===== src/omx_pkg.sv =====
// Behaviour
// - The enable register holds four independent mixer enables in bits 3..0, all reset clear.
// - Bit 7 of the left headphone routing register picks the left headphone amp source, reset 0.
// - Bit 7 of the right headphone routing register picks the right headphone amp source, reset 0.
// - Bit 7 of the left speaker routing register picks the left speaker amp source, reset 0.
// - The left headphone routing register has six source-connect bits 5..0, reset disconnected.
// - The right headphone routing register has the same six source-connect bits, reset clear.
// - The left speaker routing register has the same six source-connect bits, reset clear.
// - Bit 8 of the left headphone level register mutes that mixer and resets set.
// - Bit 8 of the right headphone level register mutes that mixer and resets set.
// - Bits 7 and 6 of the left headphone level register pick 0 or 6 dB cut, reset 0.
// - Bits 7 and 6 of the right headphone level register pick 0 or 6 dB cut, reset 0.
// - Each aux gain field is three bits, -15 dB at 0 in 3 dB steps, resetting to code 7.
// - Level register bits 5:3 hold aux left gain and bits 2:0 aux right gain.
`default_nettype none

package omx_pkg;

  localparam int ADDR_W = 8;
  localparam int REG_W = 9;

  // Word index; byte address is four times this
  localparam logic [6:0] IDX_ENABLES = 7'h63;
  localparam logic [6:0] IDX_LHP_ROUTE = 7'h64;
  localparam logic [6:0] IDX_RHP_ROUTE = 7'h65;
  localparam logic [6:0] IDX_LHP_LEVEL = 7'h66;
  localparam logic [6:0] IDX_RHP_LEVEL = 7'h67;
  localparam logic [6:0] IDX_LSPK_ROUTE = 7'h69;

  // Defined-bit masks
  localparam logic [8:0] MASK_ENABLES = 9'h00F;
  localparam logic [8:0] MASK_ROUTE = 9'h0BF;
  localparam logic [8:0] MASK_LEVEL = 9'h1FF;

  // Reset values
  localparam logic [8:0] RST_ENABLES = 9'h000;
  localparam logic [8:0] RST_ROUTE = 9'h000;
  localparam logic [8:0] RST_LEVEL = 9'h13F;

  // Field positions
  localparam int POS_AMP_SRC = 7;
  localparam int POS_MUTE = 8;
  localparam int POS_ATT_L = 7;
  localparam int POS_ATT_R = 6;
  localparam int POS_AUXL_LSB = 3;
  localparam int POS_AUXR_LSB = 0;
  localparam int GAIN_W = 3;
  localparam int POS_EN_LHP = 3;
  localparam int POS_EN_RHP = 2;
  localparam int POS_EN_LSPK = 1;
  localparam int POS_EN_RSPK = 0;

  typedef struct packed {
    logic left_converter_out;
    logic right_converter_out;
    logic left_input_mix;
    logic right_input_mix;
    logic aux_left_input;
    logic aux_right_input;
  } omx_sources_type;

  typedef struct packed {
    logic silence;
    logic left_in_atten;
    logic right_in_atten;
    logic [2:0] aux_left_gain;
    logic [2:0] aux_right_gain;
  } omx_level_type;

endpackage : omx_pkg

`default_nettype wire


===== src/omx_regs.sv =====
`default_nettype none

module omx_regs (
  input wire logic clk,
  input wire logic arst_n,
  input wire logic [omx_pkg::ADDR_W-1:0] avs_address,
  input wire logic avs_read,
  input wire logic avs_write,
  input wire logic [31:0] avs_writedata,
  input wire logic [3:0] avs_byteenable,
  output logic [31:0] avs_readdata,
  output logic avs_waitrequest,
  output logic left_phone_mix_on,
  output logic right_phone_mix_on,
  output logic left_spk_mix_on,
  output logic right_spk_mix_on,
  output logic left_phone_amp_source,
  output logic right_phone_amp_source,
  output logic left_spk_amp_source,
  output omx_pkg::omx_sources_type left_phone_mix_sources,
  output omx_pkg::omx_sources_type right_phone_mix_sources,
  output omx_pkg::omx_sources_type left_spk_mix_sources,
  output omx_pkg::omx_level_type left_phone_mix_levels,
  output omx_pkg::omx_level_type right_phone_mix_levels
);

  ////////////////////////////////////////////////////////////////////////////
  // Reset release

  logic rst_s1_r;
  logic rst_n_r;

  always_ff @(posedge clk or negedge arst_n) begin
    if (!arst_n) begin
      rst_s1_r <= 1'b0;
      rst_n_r <= 1'b0;
    end else begin
      rst_s1_r <= 1'b1;
      rst_n_r <= rst_s1_r;
    end
  end

  ////////////////////////////////////////////////////////////////////////////
  // Bus decode

  // Word-aligned slave: address is a word index, one register per word
  logic [6:0] idx;
  logic ack_r;
  logic wr_lo;
  logic wr_hi;
  assign idx = avs_address[6:0];
  assign wr_lo = avs_write && avs_byteenable[0] && ack_r;
  assign wr_hi = avs_write && avs_byteenable[1] && ack_r;

  // One wait state per access, so every access ends with waitrequest low
  always_ff @(posedge clk or negedge rst_n_r) begin
    if (!rst_n_r) begin
      ack_r <= 1'b0;
    end else begin
      ack_r <= (avs_read || avs_write) && !ack_r;
    end
  end

  assign avs_waitrequest = (avs_read || avs_write) && !ack_r;

  function automatic logic [8:0] merge(input logic [8:0] old, input logic [31:0] wd,
                                       input logic lo, input logic hi,
                                       input logic [8:0] mask);
    logic [8:0] v;
    v = old;
    if (lo) begin
      v[7:0] = wd[7:0];
    end
    if (hi) begin
      v[8] = wd[8];
    end
    return v & mask;
  endfunction : merge

  ////////////////////////////////////////////////////////////////////////////
  // Registers

  logic [8:0] enables_r;
  logic [8:0] lhp_route_r;
  logic [8:0] rhp_route_r;
  logic [8:0] lhp_level_r;
  logic [8:0] rhp_level_r;
  logic [8:0] lspk_route_r;
  logic hit;
  // Upper half of the index space is unmapped; without this a write there aliases low
  assign hit = (wr_lo || wr_hi) && !avs_address[7];

  always_ff @(posedge clk or negedge rst_n_r) begin
    if (!rst_n_r) begin
      enables_r <= omx_pkg::RST_ENABLES;
    end else if (hit && idx == omx_pkg::IDX_ENABLES) begin
      enables_r <= merge(enables_r, avs_writedata, wr_lo, wr_hi, omx_pkg::MASK_ENABLES);
    end
  end

  always_ff @(posedge clk or negedge rst_n_r) begin
    if (!rst_n_r) begin
      lhp_route_r <= omx_pkg::RST_ROUTE;
    end else if (hit && idx == omx_pkg::IDX_LHP_ROUTE) begin
      lhp_route_r <= merge(lhp_route_r, avs_writedata, wr_lo, wr_hi, omx_pkg::MASK_ROUTE);
    end
  end

  always_ff @(posedge clk or negedge rst_n_r) begin
    if (!rst_n_r) begin
      rhp_route_r <= omx_pkg::RST_ROUTE;
    end else if (hit && idx == omx_pkg::IDX_RHP_ROUTE) begin
      rhp_route_r <= merge(rhp_route_r, avs_writedata, wr_lo, wr_hi, omx_pkg::MASK_ROUTE);
    end
  end

  always_ff @(posedge clk or negedge rst_n_r) begin
    if (!rst_n_r) begin
      lspk_route_r <= omx_pkg::RST_ROUTE;
    end else if (hit && idx == omx_pkg::IDX_LSPK_ROUTE) begin
      lspk_route_r <= merge(lspk_route_r, avs_writedata, wr_lo, wr_hi, omx_pkg::MASK_ROUTE);
    end
  end

  // Headphone mixers start muted with aux gain at code 7
  always_ff @(posedge clk or negedge rst_n_r) begin
    if (!rst_n_r) begin
      lhp_level_r <= omx_pkg::RST_LEVEL;
    end else if (hit && idx == omx_pkg::IDX_LHP_LEVEL) begin
      lhp_level_r <= merge(lhp_level_r, avs_writedata, wr_lo, wr_hi, omx_pkg::MASK_LEVEL);
    end
  end

  always_ff @(posedge clk or negedge rst_n_r) begin
    if (!rst_n_r) begin
      rhp_level_r <= omx_pkg::RST_LEVEL;
    end else if (hit && idx == omx_pkg::IDX_RHP_LEVEL) begin
      rhp_level_r <= merge(rhp_level_r, avs_writedata, wr_lo, wr_hi, omx_pkg::MASK_LEVEL);
    end
  end

  ////////////////////////////////////////////////////////////////////////////
  // Read back

  logic [8:0] rd_nxt;

  always_comb begin
    unique case (idx)
      omx_pkg::IDX_ENABLES: rd_nxt = enables_r;
      omx_pkg::IDX_LHP_ROUTE: rd_nxt = lhp_route_r;
      omx_pkg::IDX_RHP_ROUTE: rd_nxt = rhp_route_r;
      omx_pkg::IDX_LHP_LEVEL: rd_nxt = lhp_level_r;
      omx_pkg::IDX_RHP_LEVEL: rd_nxt = rhp_level_r;
      omx_pkg::IDX_LSPK_ROUTE: rd_nxt = lspk_route_r;
      default: rd_nxt = 9'h000;
    endcase
  end

  // Unmapped or high addresses read zero and ignore writes
  always_ff @(posedge clk or negedge rst_n_r) begin
    if (!rst_n_r) begin
      avs_readdata <= 32'h00000000;
    end else if (avs_read && !ack_r) begin
      avs_readdata <= (avs_address[7] == 1'b0) ? {23'h000000, rd_nxt} : 32'h00000000;
    end
  end

  ////////////////////////////////////////////////////////////////////////////
  // Control lines, straight from the registers

  function automatic omx_pkg::omx_sources_type srcs(input logic [8:0] r);
    return omx_pkg::omx_sources_type'(r[5:0]);
  endfunction : srcs

  function automatic omx_pkg::omx_level_type lvl(input logic [8:0] r);
    omx_pkg::omx_level_type l;
    l.silence = r[omx_pkg::POS_MUTE];
    l.left_in_atten = r[omx_pkg::POS_ATT_L];
    l.right_in_atten = r[omx_pkg::POS_ATT_R];
    l.aux_left_gain = r[omx_pkg::POS_AUXL_LSB +: omx_pkg::GAIN_W];
    l.aux_right_gain = r[omx_pkg::POS_AUXR_LSB +: omx_pkg::GAIN_W];
    return l;
  endfunction : lvl

  assign left_phone_mix_on = enables_r[omx_pkg::POS_EN_LHP];
  assign right_phone_mix_on = enables_r[omx_pkg::POS_EN_RHP];
  assign left_spk_mix_on = enables_r[omx_pkg::POS_EN_LSPK];
  assign right_spk_mix_on = enables_r[omx_pkg::POS_EN_RSPK];
  assign left_phone_amp_source = lhp_route_r[omx_pkg::POS_AMP_SRC];
  assign right_phone_amp_source = rhp_route_r[omx_pkg::POS_AMP_SRC];
  assign left_spk_amp_source = lspk_route_r[omx_pkg::POS_AMP_SRC];
  assign left_phone_mix_sources = srcs(lhp_route_r);
  assign right_phone_mix_sources = srcs(rhp_route_r);
  assign left_spk_mix_sources = srcs(lspk_route_r);
  assign left_phone_mix_levels = lvl(lhp_level_r);
  assign right_phone_mix_levels = lvl(rhp_level_r);

endmodule : omx_regs

`default_nettype wire


===== config.mk =====
export PLATFORM = sky130hd
export DESIGN_NAME = omx_regs
export DESIGN_NICKNAME = d
export VERILOG_FILES = /design/src/omx_pkg.sv /design/src/omx_regs.sv
export SDC_FILE = /design/constraint.sdc
export NUM_CORES = 1
export LEC_CHECK = 0
export ABC_AREA = 1
export BUFFER_PORTS_ARGS = -buffer_cell sky130_fd_sc_hd__buf_4
export CORE_UTILIZATION = 30
export CTS_CLUSTER_DIAMETER = 60
export DETAILED_ROUTE_END_ITERATION = 16
export SETUP_SLACK_MARGIN = 0.02
export SYNTH_ARGS = -nofsm -noshare
export SYNTH_HDL_FRONTEND = slang
export SYNTH_SLANG_ARGS = --single-unit

===== constraint.sdc =====
create_clock -name clk -period 1.8 [get_ports clk]
set_input_delay 0.18 -clock clk [delete_from_list [all_inputs] [get_ports clk]]
set_output_delay 0.18 -clock clk [all_outputs]
set_load 0.03 [all_outputs]

-- Yosys cells after proc, flatten, opt, wreduce, memory -nomap -nowiden
Cells that the tools add are included.
- register bits: 78
- output and inout bits: 76
- input bits: 48
- word-level logic and storage cells: 45
- equality and inequality tests: 6
- reduce and logical (&&, ||, !) cells: 25
- mux-type cells: 2
- operator list (kind ; count):
    $pmux W9 S6 ; 1
    $eq A7 B7 Y1 const B ; 6
    $reduce_and A2 Y1 ; 8
    $logic_and A1 B1 Y1 ; 13
    $mux W9 ; 1
    $logic_not A1 Y1 ; 2
    $logic_or A1 B1 Y1 ; 2

-- Longest topological paths before layout
- depth in word-level cells: 6
- mapped depth: 10

-- Worst setup path after synthesis
Ideal clock, no wire load.
- kind: register to register
- start: register ack_r
- end: register lhp_route_r[3]
- stages on the path, launching flop included: 7
- arrival time: 1.103 ns
- required time: 1.676 ns
- buffers on the path: 1
- library setup time: 0.124 ns
- setup slack: 0.573 ns
- cell sequence: dfrtp_1 > nand3_1 > nor2_4 > nand3_2 > buf_2 > nand2_1 > o21ai_1
- word-level cells in the longest chain between the ends: 5
- RTL lines (item ; line ; text):
    from (decl) ; omx_regs.sv:48 ; logic ack_r;
    from (signal assigned) ; omx_regs.sv:60 ; ack_r <= (avs_read || avs_write) && !ack_r;
    $logic_and A1 B1 Y1, on equally long branches ; omx_regs.sv:52, omx_regs.sv:53 ;
    $logic_or A1 B1 Y1 ; omx_regs.sv:91 ; assign hit = (wr_lo || wr_hi) && !avs_address[7];
    $logic_and A1 B1 Y1 ; omx_regs.sv:91 ;
    $logic_and A1 B1 Y1 ; omx_regs.sv:104 ; end else if (hit && idx == omx_pkg::IDX_LHP_ROUTE) begin
    $reduce_and A2 Y1 (no line) * ; - ;
    to (signal assigned) ; omx_regs.sv:103 ; lhp_route_r <= omx_pkg::RST_ROUTE;
    to (signal assigned) ; omx_regs.sv:105 ; lhp_route_r <= merge(lhp_route_r, avs_writedata, wr_lo, wr_hi, omx_pkg::MASK_ROUTE);
    to (decl) ; omx_regs.sv:84 ; logic [8:0] lhp_route_r;
Every way passes the cells marked *; elsewhere a longest branch is shown, timed or not.
A chain may end at the register's enable or synchronous reset.

-- Worst setup path in the final report
- start: register ack_r
- end: register lspk_route_r[5]
- word-level cells in the longest chain between the ends: 5
- RTL lines (item ; line ; text):
    $logic_and A1 B1 Y1, on equally long branches ; omx_regs.sv:52, omx_regs.sv:53 ;
    $logic_or A1 B1 Y1 ; omx_regs.sv:91 ;
    $logic_and A1 B1 Y1 ; omx_regs.sv:91 ;
    $logic_and A1 B1 Y1 ; omx_regs.sv:120 ; end else if (hit && idx == omx_pkg::IDX_LSPK_ROUTE) begin
    $reduce_and A2 Y1 (no line) * ; - ;
    to (signal assigned) ; omx_regs.sv:119 ; lspk_route_r <= omx_pkg::RST_ROUTE;
    to (signal assigned) ; omx_regs.sv:121 ; lspk_route_r <= merge(lspk_route_r, avs_writedata, wr_lo, wr_hi, omx_pkg::MASK_ROUTE);
    to (decl) ; omx_regs.sv:88 ; logic [8:0] lspk_route_r;
Marked as above.

==> flow_metrics.env <==
export IMPL_status="finished, final reports clean"
export IMPL_grt_pass1_vias=2295
export IMPL_rows=35
export IMPL_netlist_instances=357
export IMPL_grtUsageTotal=0.156
export IMPL_ios=124
export IMPL_grt_overflow_total=0
export IMPL_fin_ws_ns=0.338
export IMPL_drive_above_1_share=0.290
export IMPL_tns_ns=0
export IMPL_dieArea_mm2=0.00987
export IMPL_hold_buffers=1
export IMPL_finalHoldViolCount=0
export IMPL_leakage_nw=1.83
export IMPL_drt_pass1_iter_count=4
export IMPL_slew_viol_final=0
export IMPL_place_ws_ns=0.326
export IMPL_fmax_mhz=684
export IMPL_cts_tree="built"
export IMPL_h_tree_depth=2
export IMPL_die_w_um=99.3
export IMPL_initial_utilization=0.309
export IMPL_cts_resized_gates=0
export IMPL_synth_top_area_frac=0.361
export IMPL_ys_top_cells_by_area="dfrtp_1 36%, nand2_1 14%, dfstp_2 13%"
export IMPL_drv_cap=0
export IMPL_dp_hpwl_um=5770
export IMPL_clock_path_buffers=2
export IMPL_ir_worst_vdd_uv=285
export IMPL_critPathLaunchType="flip-flop"
export IMPL_diodes=0
export IMPL_syn_cell_area_mm2=0.00284
export IMPL_use_met3=0.0260
export IMPL_postCtsSetupBuffers=0
export IMPL_slowest_delay_ns=0.40
export IMPL_path_class="flip-flop to flip-flop"
export IMPL_vias=2470
export IMPL_numPortBuffers=75
export IMPL_routed_wl_um=7320
export IMPL_num_nets_final=482
export IMPL_clkTransAtPathRegs_ns=0.10
export IMPL_die_y_um=99.3
export IMPL_ys_warn_count=0
export IMPL_drc_errors=0
export IMPL_endpoint_kind="flip-flop"
export IMPL_fin_skew_ns=0.00936
export IMPL_area_growth_pct=24.7
export IMPL_rsz0062_at_grt="no"
export IMPL_antenna_found_initial=0
export IMPL_worstPathCellList="nand3_1 > nor2_4 > nand3_2 > nand2_1 > o21ai_1"
export IMPL_grt_use_met2=0.259
export IMPL_cp_arrival_ns=1.66
export IMPL_ys_seq_area_frac=0.490
export IMPL_coreArea_mm2=0.00920
export IMPL_cp_slowest_cell="dfrtp_1"
export IMPL_ant_nets=0
export IMPL_clock_sinks=55
export IMPL_min_period_ns=1.46
export IMPL_power_density_mw_per_mm2=682
export IMPL_hold_path_class="primary input to flip-flop"
export IMPL_grt_max_degree=20
export IMPL_cts_root_buf="clkbuf_8"
export IMPL_fill_cells=986
export IMPL_power_mw=2.42
export IMPL_grt_pass1_wl_um=11900
export IMPL_grt_use_met1=0.214
export IMPL_critPathMaxFanout=14
export IMPL_ys_types=20
export IMPL_cts_buffers=5
export IMPL_routed_via_density=4.52
export IMPL_final_core_util=0.385
export IMPL_drt_iter0_drc=142
export IMPL_setup_viol=0
export IMPL_clkLatencyLatePin_ns=0.31
export IMPL_gr_max_usage_layer="met2"
export IMPL_required_ns=2.00
export IMPL_finalCritPeriodShare=0.812
export IMPL_gp_congestion=0.864
export IMPL_post_drt_wl_per_cell_um=13.4
export IMPL_avgSynthCellArea_um2=7.96
export IMPL_ys_ff_latch=55
export IMPL_yosysTopAreaCell="dfrtp_1"
## cell families after synthesis
family,Yosys count,share of synthesized area
DFF,55,0.490
and+or+nand+nor,189,0.299
buffers and inverters,67,0.130
AOI/OAI and AO/OA,44,0.0779
other,2,0.00264
## routing by layer
| layer | part of all wire | vias to the layer above |
|---|---|---|
| met4 | 0.0089 | 0 |
| li1 | - | 1226 |
| met1 | 0.47 | 1159 |
| met3 | 0.048 | 7 |
| met5 | 0 | - |
| met2 | 0.47 | 78 |
## cells in the final DEF (no fill, tap or decap)
cell             n
clkbuf_8         6
nand2_1        109
buf_4           78
o21ai_0          1
dlygate4sd3_1    1
nor2_4           4
nand3_2          4
o21ai_1         42
o22ai_1          1
bufinv_16        1
dfstp_2         14
clkinv_2         1
nand2_2          6
nand2_4          1
conb_1          24
inv_1           31
inv_2            5
dfrtp_1         40
dfrtp_2          1
nor2_8           1
nor2_1          30
nand3_1         30
nor2_2           4
## where the power goes
part / switching [mW] / internal (mW) / total [mW]
Sequential: 0.0233 / 1.26 / 1.28
Combinational: 0.207 / 0.0781 / 0.285
Clock: 0.399 / 0.451 / 0.850
## synthesized netlist by cell type (all sizes together)
cell type,number
buf,31
conb,2
dfrtp,41
dfstp,14
inv,36
nand2,116
nand3,34
nor2,39
o21ai,43
o22ai,1
## sequential cells by signal, summed over array words and instances (netlist names)
name and flops:
rhp_route_r 7, left_phone_mix_levels 9, lhp_route_r 7, rst_s1_r 1, ack_r 1, lspk_route_r 7
avs_readdata 9, enables_r 4, rst_n_r 1, right_phone_mix_levels 9
## cell type report
| class | count | area, µm² | area share |
|---|---|---|---|
| Clock inverter | 2 | 35.0 | 0.00988 |
| Sequential cell | 55 | 1400 | 0.394 |
| Tap cell | 111 | 139 | 0.0392 |
| Clock buffer | 6 | 82.6 | 0.0233 |
| Multi-Input combinational cell | 257 | 1160 | 0.328 |
| Inverter | 36 | 135 | 0.0381 |
| Timing Repair Buffer | 79 | 596 | 0.168 |
## worst max-delay path: cells and delay by family (launching register included)
family / cells / cell delay [ns]
AO/OA/AOI/OAI: 1 / 0.07
flip-flops: 1 / 0.40
AND/OR/NAND/NOR: 4 / 0.87
## worst paths after layout
path	from	end	slack [ns]	depth (start not counted)
max in group asynchronous	rst_n_r	left_phone_mix_levels[5]	0.93	1
min in group asynchronous	arst_n	rst_n_r	0.18	2
max reg2reg	ack_r	lspk_route_r[5]	0.34	5
min reg2reg	rst_n_r	avs_readdata[6]	0.20	0
min	avs_writedata[8]	right_phone_mix_levels[8]	0.08	3
max	ack_r	lspk_route_r[5]	0.34	5
## stage by stage
stage          area, µm²  std cells  hold slack [ns]
6_report            3540        546           0.0813
5_1_grt             3540        546           0.0923
4_1_cts             3540        546           0.0842
3_5_place_dp        3420        537          -0.0358
3_3_place_gp        3420        537          -0.0365
2_1_floorplan       2930        379           -0.116
Power figures use the tool's default switching activity.
